### src/design/rbtc_pkg.sv
// constants, states and carriers of the reset, boot and test control block
// assumes a single core clock; every pin input is synchronised in the top module
`default_nettype none
package rbtc_pkg;
  // ==========================================================================
  // timing and sizing
  localparam int unsigned ROM_CLK_DIV = 256;
  localparam int unsigned ROM_DIV_W = 8;
  localparam logic [7:0] ROM_DIV_LAST = 8'hff;
  localparam logic [7:0] ROM_SAMPLE_AT = 8'h7f;
  localparam int unsigned TIMEOUT_PULSE = 256;
  localparam int unsigned PULSE_W = 9;
  localparam logic [8:0] TIMEOUT_PULSE_LOAD = 9'h100;
  localparam int unsigned TIMEOUT_DEFAULT = 1000000000;
  localparam int unsigned BOOT_BITS_DEFAULT = 64;
  localparam int unsigned IRQ_LINES = 6;
  localparam int unsigned SYNC_STAGES = 2;
  // ==========================================================================
  // values after reset
  localparam logic STATUS_RST = 1'b0;
  localparam logic ROM_OE_N_RST = 1'b1;
  localparam logic [1:0] SYNC_RST = 2'h0;
  // ==========================================================================
  // sequencer states and carriers
  typedef enum logic [1:0] {S_HOLD, S_BIST, S_BOOT, S_RUN} rbtc_state_t;
  typedef struct packed {
    logic done;
    logic pass;
  } rbtc_bist_t;
  typedef struct packed {
    logic valid;
    logic data;
  } rbtc_rom_bit_t;
endpackage
`default_nettype wire

### src/design/rbtc_top.sv
// reset sequencing, serial boot rom read, self-test status and timeout pulse,
// clock source select, wake capture and interrupt synchronisation
// assumes the board keeps nrst low until supply_good is high and that the
// cache self-test engine and retire signal run on the same core clock
//
// Behaviour
// - reset release after supply good starts the internal reset sequence.
// - boot rom clock period is 256 core clock periods.
// - each boot rom clock cycle the rom presents a bit which we sample.
// - drive boot rom output enable low while the rom is read.
// - test status is low during system reset.
// - test status goes high when cache self-test starts.
// - self-test pass drives status low; failure leaves it high.
// - raise timeout reset when nothing retires for one billion cycles.
// - timeout drives one 256 cycle high pulse on test status.
// - bypass select switches internal clocking to the input clock pair.
// - wake request is captured on the core clock when a synchronised framing clock rise is seen.
// - six interrupt lines are passed on for software to handle.
`default_nettype none
module rbtc_top
  import rbtc_pkg::*;
#(
  parameter int unsigned TIMEOUT_CYCLES = rbtc_pkg::TIMEOUT_DEFAULT,
  parameter int unsigned BOOT_BITS = rbtc_pkg::BOOT_BITS_DEFAULT
)(
  input wire logic clock,
  input wire logic nrst,
  input wire logic clk_en,
  input wire logic supply_good,
  input wire logic boot_rom_din,
  output logic boot_rom_clk,
  output logic boot_rom_clk_oe,
  output logic boot_rom_oe_n,
  output logic boot_rom_oe_n_oe,
  output rbtc_pkg::rbtc_rom_bit_t boot_bit,
  output logic boot_done,
  output logic bist_start,
  input wire rbtc_pkg::rbtc_bist_t bist_result,
  input wire logic instr_retired,
  output logic timeout_reset,
  output logic selftest_status,
  output logic selftest_status_oe,
  output logic core_run,
  input wire logic loop_bypass_sel,
  input wire logic [1:0] input_clock_pair,
  output logic clock_src_bypass,
  output logic bypass_clk_level,
  input wire logic framing_clock,
  input wire logic wake_request,
  output logic wake_captured,
  input wire logic [rbtc_pkg::IRQ_LINES-1:0] irq_in,
  output logic [rbtc_pkg::IRQ_LINES-1:0] irq_out
);
  import rbtc_pkg::*;

  localparam int unsigned TO_W = $clog2(TIMEOUT_CYCLES + 1);
  localparam logic [TO_W-1:0] TO_LAST = TO_W'(TIMEOUT_CYCLES - 1);
  localparam int unsigned BB_W = $clog2(BOOT_BITS + 1);
  localparam logic [BB_W-1:0] BB_LAST = BB_W'(BOOT_BITS - 1);

  // refuse sizes the counters cannot serve
  initial
  begin
    if (TIMEOUT_CYCLES < 2 || BOOT_BITS < 1)
    begin
      $error("rbtc_top: TIMEOUT_CYCLES must be >= 2 and BOOT_BITS >= 1");
    end
  end

  // rising edge seen between two successive samples
  function automatic logic rbtc_rise(input logic cur, input logic prev);
    rbtc_rise = cur & ~prev;
  endfunction

  // ==========================================================================
  // input synchronisers
  localparam int unsigned NSYNC = IRQ_LINES + 7;
  logic [NSYNC-1:0] sync_a;
  logic [NSYNC-1:0] sync_b;
  logic [NSYNC-1:0] next_sync_a;
  logic [NSYNC-1:0] next_sync_b;
  logic [SYNC_STAGES-1:0] rst_sync;
  logic [SYNC_STAGES-1:0] next_rst_sync;
  logic frame_prev;
  logic next_frame_prev;

  // pin inputs: two flops each, first flop read only by the second
  always_comb
  begin
    next_sync_a = {irq_in, supply_good, boot_rom_din, loop_bypass_sel,
                   input_clock_pair, framing_clock, wake_request};
    next_sync_b = sync_a;
    next_rst_sync = {rst_sync[0], 1'b1};
    next_frame_prev = sync_b[1];
  end

  always_ff @(posedge clock or negedge nrst)
  begin
    if (!nrst)
    begin
      sync_a <= '0;
      sync_b <= '0;
      rst_sync <= SYNC_RST;
      frame_prev <= 1'b0;
    end
    else if (clk_en)
    begin
      sync_a <= next_sync_a;
      sync_b <= next_sync_b;
      rst_sync <= next_rst_sync;
      frame_prev <= next_frame_prev;
    end
  end

  logic wake_s;
  logic frame_s;
  logic pair_h_s;
  logic pair_l_s;
  logic bypass_s;
  logic rom_din_s;
  logic supply_s;
  logic rst_active;
  logic frame_rise;
  assign wake_s = sync_b[0];
  assign frame_s = sync_b[1];
  assign pair_l_s = sync_b[2];
  assign pair_h_s = sync_b[3];
  assign bypass_s = sync_b[4];
  assign rom_din_s = sync_b[5];
  assign supply_s = sync_b[6];
  assign rst_active = ~rst_sync[SYNC_STAGES-1];
  assign frame_rise = rbtc_rise(frame_s, frame_prev);

  // ==========================================================================
  // reset sequencer and boot rom reader
  rbtc_state_t state;
  rbtc_state_t next_state;
  logic [ROM_DIV_W-1:0] rom_div;
  logic [ROM_DIV_W-1:0] next_rom_div;
  logic [BB_W-1:0] bit_cnt;
  logic [BB_W-1:0] next_bit_cnt;
  rbtc_rom_bit_t next_boot_bit;
  logic next_boot_rom_clk;
  logic next_boot_rom_oe_n;
  logic next_bist_start;
  logic next_boot_done;
  logic bits_all;
  logic next_bits_all;

  // hold, then self-test, then boot rom read, then run
  always_comb
  begin
    next_state = state;
    next_rom_div = rom_div;
    next_bit_cnt = bit_cnt;
    next_bits_all = bits_all;
    next_boot_bit = '0;
    next_bist_start = 1'b0;
    next_boot_done = boot_done;
    case (state)
      S_HOLD:
      begin
        next_rom_div = '0;
        next_bit_cnt = '0;
        next_bits_all = 1'b0;
        next_boot_done = 1'b0;
        if (!rst_active && supply_s)
        begin
          next_state = S_BIST;
          next_bist_start = 1'b1;
        end
      end
      S_BIST:
      begin
        if (bist_result.done)
        begin
          next_state = S_BOOT;
        end
      end
      S_BOOT:
      begin
        next_rom_div = rom_div + 8'h01;
        if (rom_div == ROM_SAMPLE_AT && !bits_all)
        begin
          next_boot_bit.valid = 1'b1;
          next_boot_bit.data = rom_din_s;
          next_bit_cnt = bit_cnt + BB_W'(1);
          next_bits_all = (bit_cnt == BB_LAST);
        end
        if (rom_div == ROM_DIV_LAST && bits_all)
        begin
          next_state = S_RUN;
          next_boot_done = 1'b1;
        end
      end
      S_RUN:
      begin
        next_rom_div = '0;
      end
      default:
      begin
        next_state = S_HOLD;
      end
    endcase
    if (rst_active)
    begin
      next_state = S_HOLD;
    end
    next_boot_rom_clk = (next_state == S_BOOT) ? next_rom_div[ROM_DIV_W-1] : 1'b1;
    next_boot_rom_oe_n = (next_state == S_BOOT) ? 1'b0 : 1'b1;
  end

  always_ff @(posedge clock or negedge nrst)
  begin
    if (!nrst)
    begin
      state <= S_HOLD;
      rom_div <= '0;
      bit_cnt <= '0;
      bits_all <= 1'b0;
      boot_bit <= '0;
      boot_rom_clk <= 1'b1;
      boot_rom_oe_n <= ROM_OE_N_RST;
      bist_start <= 1'b0;
      boot_done <= 1'b0;
    end
    else if (clk_en)
    begin
      state <= next_state;
      rom_div <= next_rom_div;
      bit_cnt <= next_bit_cnt;
      bits_all <= next_bits_all;
      boot_bit <= next_boot_bit;
      boot_rom_clk <= next_boot_rom_clk;
      boot_rom_oe_n <= next_boot_rom_oe_n;
      bist_start <= next_bist_start;
      boot_done <= next_boot_done;
    end
  end

  // open drain pins: drive only while pulling low
  assign boot_rom_clk_oe = ~boot_rom_clk;
  assign boot_rom_oe_n_oe = ~boot_rom_oe_n;
  assign selftest_status_oe = ~selftest_status;

  // ==========================================================================
  // retire timeout and test status pin
  logic [TO_W-1:0] to_cnt;
  logic [TO_W-1:0] next_to_cnt;
  logic [PULSE_W-1:0] pulse_cnt;
  logic [PULSE_W-1:0] next_pulse_cnt;
  logic status_base;
  logic next_status_base;
  logic next_selftest_status;
  logic next_timeout_reset;
  logic next_core_run;

  // count idle cycles in run; status follows self-test and timeout pulse
  always_comb
  begin
    next_to_cnt = to_cnt;
    next_timeout_reset = 1'b0;
    next_pulse_cnt = (pulse_cnt != '0) ? pulse_cnt - PULSE_W'(1) : pulse_cnt;
    next_status_base = status_base;
    if (state != S_RUN || instr_retired)
    begin
      next_to_cnt = '0;
    end
    else if (to_cnt == TO_LAST)
    begin
      next_to_cnt = '0;
      next_timeout_reset = 1'b1;
      next_pulse_cnt = TIMEOUT_PULSE_LOAD;
    end
    else
    begin
      next_to_cnt = to_cnt + TO_W'(1);
    end
    if (state == S_HOLD && next_state == S_BIST)
    begin
      next_status_base = 1'b1;
    end
    else if (state == S_BIST && bist_result.done)
    begin
      next_status_base = ~bist_result.pass;
    end
    if (rst_active)
    begin
      next_status_base = STATUS_RST;
      next_pulse_cnt = '0;
      next_to_cnt = '0;
      next_timeout_reset = 1'b0;
    end
    next_selftest_status = next_status_base | (next_pulse_cnt != '0);
    next_core_run = (next_state == S_RUN);
  end

  always_ff @(posedge clock or negedge nrst)
  begin
    if (!nrst)
    begin
      to_cnt <= '0;
      pulse_cnt <= '0;
      status_base <= STATUS_RST;
      selftest_status <= STATUS_RST;
      timeout_reset <= 1'b0;
      core_run <= 1'b0;
    end
    else if (clk_en)
    begin
      to_cnt <= next_to_cnt;
      pulse_cnt <= next_pulse_cnt;
      status_base <= next_status_base;
      selftest_status <= next_selftest_status;
      timeout_reset <= next_timeout_reset;
      core_run <= next_core_run;
    end
  end

  // ==========================================================================
  // clock source select, wake capture and interrupt pass-through
  logic next_clock_src_bypass;
  logic next_bypass_clk_level;
  logic next_wake_captured;
  logic [IRQ_LINES-1:0] next_irq_out;

  // wake is taken only on framing clock rises; irqs go to software as levels
  always_comb
  begin
    next_clock_src_bypass = bypass_s;
    next_bypass_clk_level = bypass_s & pair_h_s & ~pair_l_s;
    next_wake_captured = frame_rise ? wake_s : wake_captured;
    next_irq_out = sync_b[NSYNC-1 -: IRQ_LINES];
  end

  always_ff @(posedge clock or negedge nrst)
  begin
    if (!nrst)
    begin
      clock_src_bypass <= 1'b0;
      bypass_clk_level <= 1'b0;
      wake_captured <= 1'b0;
      irq_out <= '0;
    end
    else if (clk_en)
    begin
      clock_src_bypass <= next_clock_src_bypass;
      bypass_clk_level <= next_bypass_clk_level;
      wake_captured <= next_wake_captured;
      irq_out <= next_irq_out;
    end
  end
endmodule
`default_nettype wire

### config.mk
export PLATFORM = sky130hd
export DESIGN_NAME = rbtc_top
export DESIGN_NICKNAME = d
export VERILOG_FILES = /design/src/design/rbtc_pkg.sv /design/src/design/rbtc_top.sv
export SDC_FILE = /design/constraint.sdc
export NUM_CORES = 1
export LEC_CHECK = 0
export BUFFER_PORTS_ARGS = -buffer_cell sky130_fd_sc_hd__buf_4
export CORE_UTILIZATION = 60
export DETAILED_ROUTE_END_ITERATION = 8
export PLACE_DENSITY = 0.89
export SYNTH_ARGS = -nofsm -noshare
export SYNTH_HDL_FRONTEND = slang
export SYNTH_SLANG_ARGS = --single-unit
### constraint.sdc
create_clock -name clock -period 2.8 [get_ports clock]
set_input_delay 0.42 -clock clock [delete_from_list [all_inputs] [get_ports clock]]
set_output_delay 0.42 -clock clock [all_outputs]
set_load 0.1 [all_outputs]
# After elaboration in Yosys (flattened, before gate mapping)
# Cells that the tools add are included.
# classes
n_reduce_logical,17
n_addsub,4
shifts,0
magnitude_cmp,0
n_bitwise,10
multipliers,0
eq_ne,13
muxes,31
div_mod_pow,0
# op_table
operator,n
$mux W30,3
$mux W9,4
$add A30 B1 Y30 const B,1
$eq A30 B30 Y1 const B,1
$reduce_bool A9 Y1,2
$pmux W8 S2,1
$pmux W7 S2,1
$mux W1,12
$mux W2,6
$sub A9 B1 Y9 const B,1
$add A8 B1 Y8 const B,1
$eq A2 B2 Y1 const B,4
$eq A8 B7 Y1 const B,1
$eq A8 B8 Y1 const B,1
$add A7 B1 Y7 const B,1
$eq A7 B6 Y1 const B,1
$mux W7,1
$ne A2 B2 Y1 const B,3
$not A1 Y1,6
$pmux W2 S3,1
$reduce_and A3 Y1,2
$logic_and A1 B1 Y1,5
$eq A2 B1 Y1 const B,2
$pmux W1 S2,2
other kinds (8),12
# word_totals
mem_count,0
in_bits,19
reg_bits,105
latch_bits,0
mem_bits_rw,0
rom_bits,0

# Longest topological paths before layout
# depth
depth_word,10
depth_mapped,7

# Least setup slack after synthesis
# Ideal clock, no wire load.
# synth_timing
path_kind,register -> register
start,register pulse_cnt[0]
end,register selftest_status
t_arrival_ps,2008
stages_incl_launch_ff,8
required_ps,2667
path_slack_ps,659
synth_period_minus_slack_ps,2141
cell_sequence,dfrtp_1 -> inv_1 -> ha_1 -> or4b_4 -> or2_1 -> o22a_1 -> a2111oi_2 -> a31oi_1
# synth_between
elab_chain_cells,7
# synth_lines
element,line_no,rtl
from (decl),rbtc_top.sv:250,logic [PULSE_W-1:0] pulse_cnt;
from (signal assigned),rbtc_top.sv:312,pulse_cnt <= next_pulse_cnt;
$sub A9 B1 Y9 or $reduce_bool A9 Y1 (tied branches),rbtc_top.sv:263,next_pulse_cnt = (pulse_cnt != '0) ? pulse_cnt - PULSE_W'(1) : pulse_cnt;
$mux W9 (*),rbtc_top.sv:263,
$mux W9,rbtc_top.sv:269,else if (to_cnt == TO_LAST)
$mux W9 (*),rbtc_top.sv:265,if (state != S_RUN || instr_retired)
$mux W9 (*),rbtc_top.sv:287,if (rst_active)
$reduce_bool A9 Y1 (*),rbtc_top.sv:294,next_selftest_status = next_status_base | (next_pulse_cnt != '0);
$or A1 B1 Y1 (*),rbtc_top.sv:294,
to (signal assigned),rbtc_top.sv:314,selftest_status <= next_selftest_status;
to (decl),rbtc_top.sv:41,"output logic selftest_status,"
# Every way passes the cells marked *; elsewhere a longest branch is shown, timed or not.
# A chain may end at the register's enable or synchronous reset.

# Worst setup path in the final report
# layout_timing
start,register to_cnt[0]
end,register to_cnt[6]
# layout_between
elab_chain_cells,4
# layout_lines
element,line_no,rtl
from (decl),rbtc_top.sv:248,logic [TO_W-1:0] to_cnt;
from (signal assigned),rbtc_top.sv:311,to_cnt <= next_to_cnt;
$add A30 B1 Y30 or $eq A30 B30 Y1 (tied branches),"rbtc_top.sv:277, rbtc_top.sv:269",
$mux W30 (*),rbtc_top.sv:269,
$mux W30 (*),rbtc_top.sv:265,
$mux W30 (*),rbtc_top.sv:287,
# Marks and branches as above.

==> flow_summary_export.csv <==
group,metric,value,unit
yosys,seq_area_frac_synth,0.505,
yosys,synthDistinctLibCells,67,
timing,post-route-period-util,0.898,
worst_setup_path,critPathKind,"reg2reg",
worst_setup_path,rrSetupSlack,0.29,ns
timing,period_needed,2.51,ns
clock_network,cts_sinks,105,
yosys,yosys.area.top_type_share,0.495,
routing,drt_iter0_drc,350,
yosys,synth.largest_area_cell,"dfrtp_1",
routing,vias_per_cell,6.64,
yosys,synth_nets,529,
placed_design,hpwl,7.75,mm
pwr,p_comb_frac,0.271,
clock_network,cts_buffers,9,
finish,final_net_count,558,
worst_setup_path,worstReg2RegStart,"to_cnt[0]",
timing,finalMaxSlewViolations,0,
global_route,antenna_found_initial,0,
yosys,synth_seq_cells,105,
global_route,gr-usage-all-layers,0.277,
routing,post_drt_wl_per_cell,18.1,microns
pwr,p_per_area,685,nW/um^2
yosys,synth_area,5210,sq um
worst_setup_path,crit_path_max_fanout,26,
placed_design,port_buffers,39,
finish,final_cell_mix,"103 x dfrtp_1, 49 x nand2_1, 45 x buf_4",
global_route,top_usage_layer,"met2",
timing,relSlewSlack,0.255,
clock_network,clkLatencyLatePin,0.37,ns
placed_design,routabilityCongestion,0.919,
pwr,total_power,0.00396,W
die,rows,33,
worst_setup_path,rr_worst_depth,7,
worst_setup_path,cp_cell_sequence,"ha_1, nand4_1, nor4_2, buf_4, a21oi_2, o21ai_0, a31oi_1",
pwr,p_sw,0.00148,W
worst_setup_path,cpMaxStageDelayCell,"a21oi_2",
die,die_h,95.2,microns
clock_network,htreeDepth,3,
timing,tightest_slew,1.12,ns
global_route,met3_usage,0.0590,
routing,antenna_left,0,
finish,drive_above_1_share,0.206,
global_route,overflow,0,
die,start_util,0.628,
run_status,outcome,"finished clean",
pwr,swShare,0.374,
worst_setup_path,crit_arrival,2.81,ns
yosys,synth_edf_count,0,
yosys,ys_top_cells_by_area,"dfrtp_1 49%, mux2_2 8.0%, nand2_1 3.5%, nand3_1 2.6%, a21oi_1 2.4%",
pwr,internal-power,0.00248,W
die,die_w,95.2,microns
global_route,grt_use_met1,0.372,
clock_network,ctsHoldBuffers,0,
yosys,yosys_warnings,0,
pwr,ir_drop,697,uV
worst_setup_path,worst_path_largest_cell_delay,0.83,ns
die,dieArea,9060,sq um
timing,setup_tns,0,ns
yosys,synth_area_per_cell,10.3,sq um
worst_setup_path,worstPathRequired,3.09,ns
clock_network,clk_pin_slew_worst_paths,0.10,ns
pwr,clock_power_share,0.246,
clock_network,root_buffer,"clkbuf_8",
routing,drc,0,
timing,hold_viol,0,
yosys,async_flop_share,1.00,
pwr,pwr-share-seq,0.482,
yosys,synthCells,506,
global_route,grt_pass1_wl,19.2,mm
finish,fin_util,0.697,
worst_setup_path,r2r_end,"to_cnt[6]",
routing,vias,4285,
die,ios,40,
clock_network,cts_tree,"done",
job,maxCapViolCount,0,
clock_network,cts_resized,0,
global_route,grt_pass1_vias,3994,
timing,setup_violations,0,
routing,wirelength,11.7,mm
pwr,leakagePower,2.42,nW
global_route,use_met2,0.442,
timing,rsz0062_at_grt,"no",
worst_setup_path,start_kind,"flop",
clock_network,cts_buffer_depth,2,
finish,syn2layout_area_growth,11.0,%
die,core_area,8300,sq um
finish,antennaDiodeCount,0,
worst_setup_path,end_kind,"flop",
global_route,grt_max_degree,59,
timing,fin_ws,0.285,ns
timing,fin_hold_ws,0.0354,ns
timing,finClkSkew,0.0108,ns
timing,max_freq,398,MHz
finish,layout_commonest_cell,"dfrtp_1",
yosys,synth_ff_type,"dfrtp_1",
clock_network,cts_setup_buffers,0,
hold_path,hp-class,"in2async",
placed_design,dp_slack,0.365,ns
routing,first_pass_iters,5,
-- sequential cells by signal, summed over array words and instances (netlist names) --
| name | count |
|---|---|
| bist_start | 1 |
| bit_cnt | 7 |
| bits_all | 1 |
| boot_bit | 2 |
| boot_done | 1 |
| boot_rom_clk | 1 |
| boot_rom_oe_n | 1 |
| bypass_clk_level | 1 |
| clock_src_bypass | 1 |
| core_run | 1 |
| frame_prev | 1 |
| irq_out | 6 |
| next_sync_b | 13 |
| pulse_cnt | 9 |
| rom_div | 8 |
| rst_sync | 2 |
| selftest_status | 1 |
| state | 2 |
| status_base | 1 |
| sync_b | 13 |
| timeout_reset | 1 |
| to_cnt | 30 |
| wake_captured | 1 |
-- stage by stage --
stage	instances	instance area, sq um
floorplan	506	5210
global placement	629	5580
detailed placement	629	5580
CTS	645	5780
global route	645	5780
finish	645	5780
-- cell usage after synthesis (10+ instances only) --
library cell and number:
o21ai_0 24, nor3_1 13, nor2_1 24, nand2_1 49, nand3_1 27, mux2_2 37, mux2i_1 10, nand4_1 15
a31oi_1 18, clkbuf_1 19, dfrtp_1 103, a21oi_1 25, inv_1 13
-- how the worst max path moves through the flow --
stage	startpoint	endpoint	slack, ns	cells past startpoint
2_1_floorplan	pulse_cnt[0]	selftest_status	0.66	7
3_3_place_gp	to_cnt[18]	to_cnt[29]	0.45	5
3_5_place_dp	to_cnt[18]	to_cnt[25]	0.36	6
4_1_cts	to_cnt[18]	to_cnt[25]	0.34	6
5_1_grt	to_cnt[0]	to_cnt[28]	0.12	7
6_report	to_cnt[0]	to_cnt[6]	0.29	7
-- metal layers --
layer,vias up,part of all wire
li1,1949,-
met1,2104,0.42
met2,205,0.49
met3,27,0.072
met4,0,0.024
met5,-,0
-- worst max-delay path, delay by kind of cell, from the launching register on --
| family | cells | cell delay [ns] |
|---|---|---|
| fa+ha+maj | 1 | 0.26 |
| flops | 1 | 0.44 |
| buf+inv | 1 | 0.16 |
| simple gates | 2 | 0.27 |
| compound gates | 3 | 1.31 |
-- logic make-up (layout without fill, tap and decap cells) --
kind of cell | after synthesis | in the layout | share of synthesized area
buf+inv | 41 | 75 | 0.0322
xor+xnor | 5 | 5 | 0.00841
simple gates | 182 | 182 | 0.189
compound gates | 122 | 122 | 0.157
mux | 47 | 47 | 0.0992
flops | 105 | 105 | 0.505
fa+ha+maj | 4 | 4 | 0.00961
-- power by group through the flow --
| stage | Combinational, W | Clock (W) | Sequential (W) |
|---|---|---|---|
| after floorplan | 0.000562 | 0 | 0.00215 |
| after global placement | 0.00101 | 0 | 0.00191 |
| after detailed placement | 0.00105 | 0 | 0.00192 |
| after CTS | 0.00107 | 0.000982 | 0.00190 |
| after global routing | 0.00114 | 0.00103 | 0.00194 |
| final | 0.00107 | 0.000976 | 0.00191 |
-- layout make-up --
cell class / count / area [sq um]
sequential: 105 / 2630
fill: 546 / 2520
multi-input combinational: 360 / 2410
timing repair buffer: 46 / 358
tap: 105 / 131
clock buffer: 10 / 128
clock inverter: 6 / 76.3
inverter: 13 / 48.8
Note: power is estimated with default switching activity, not from simulation.
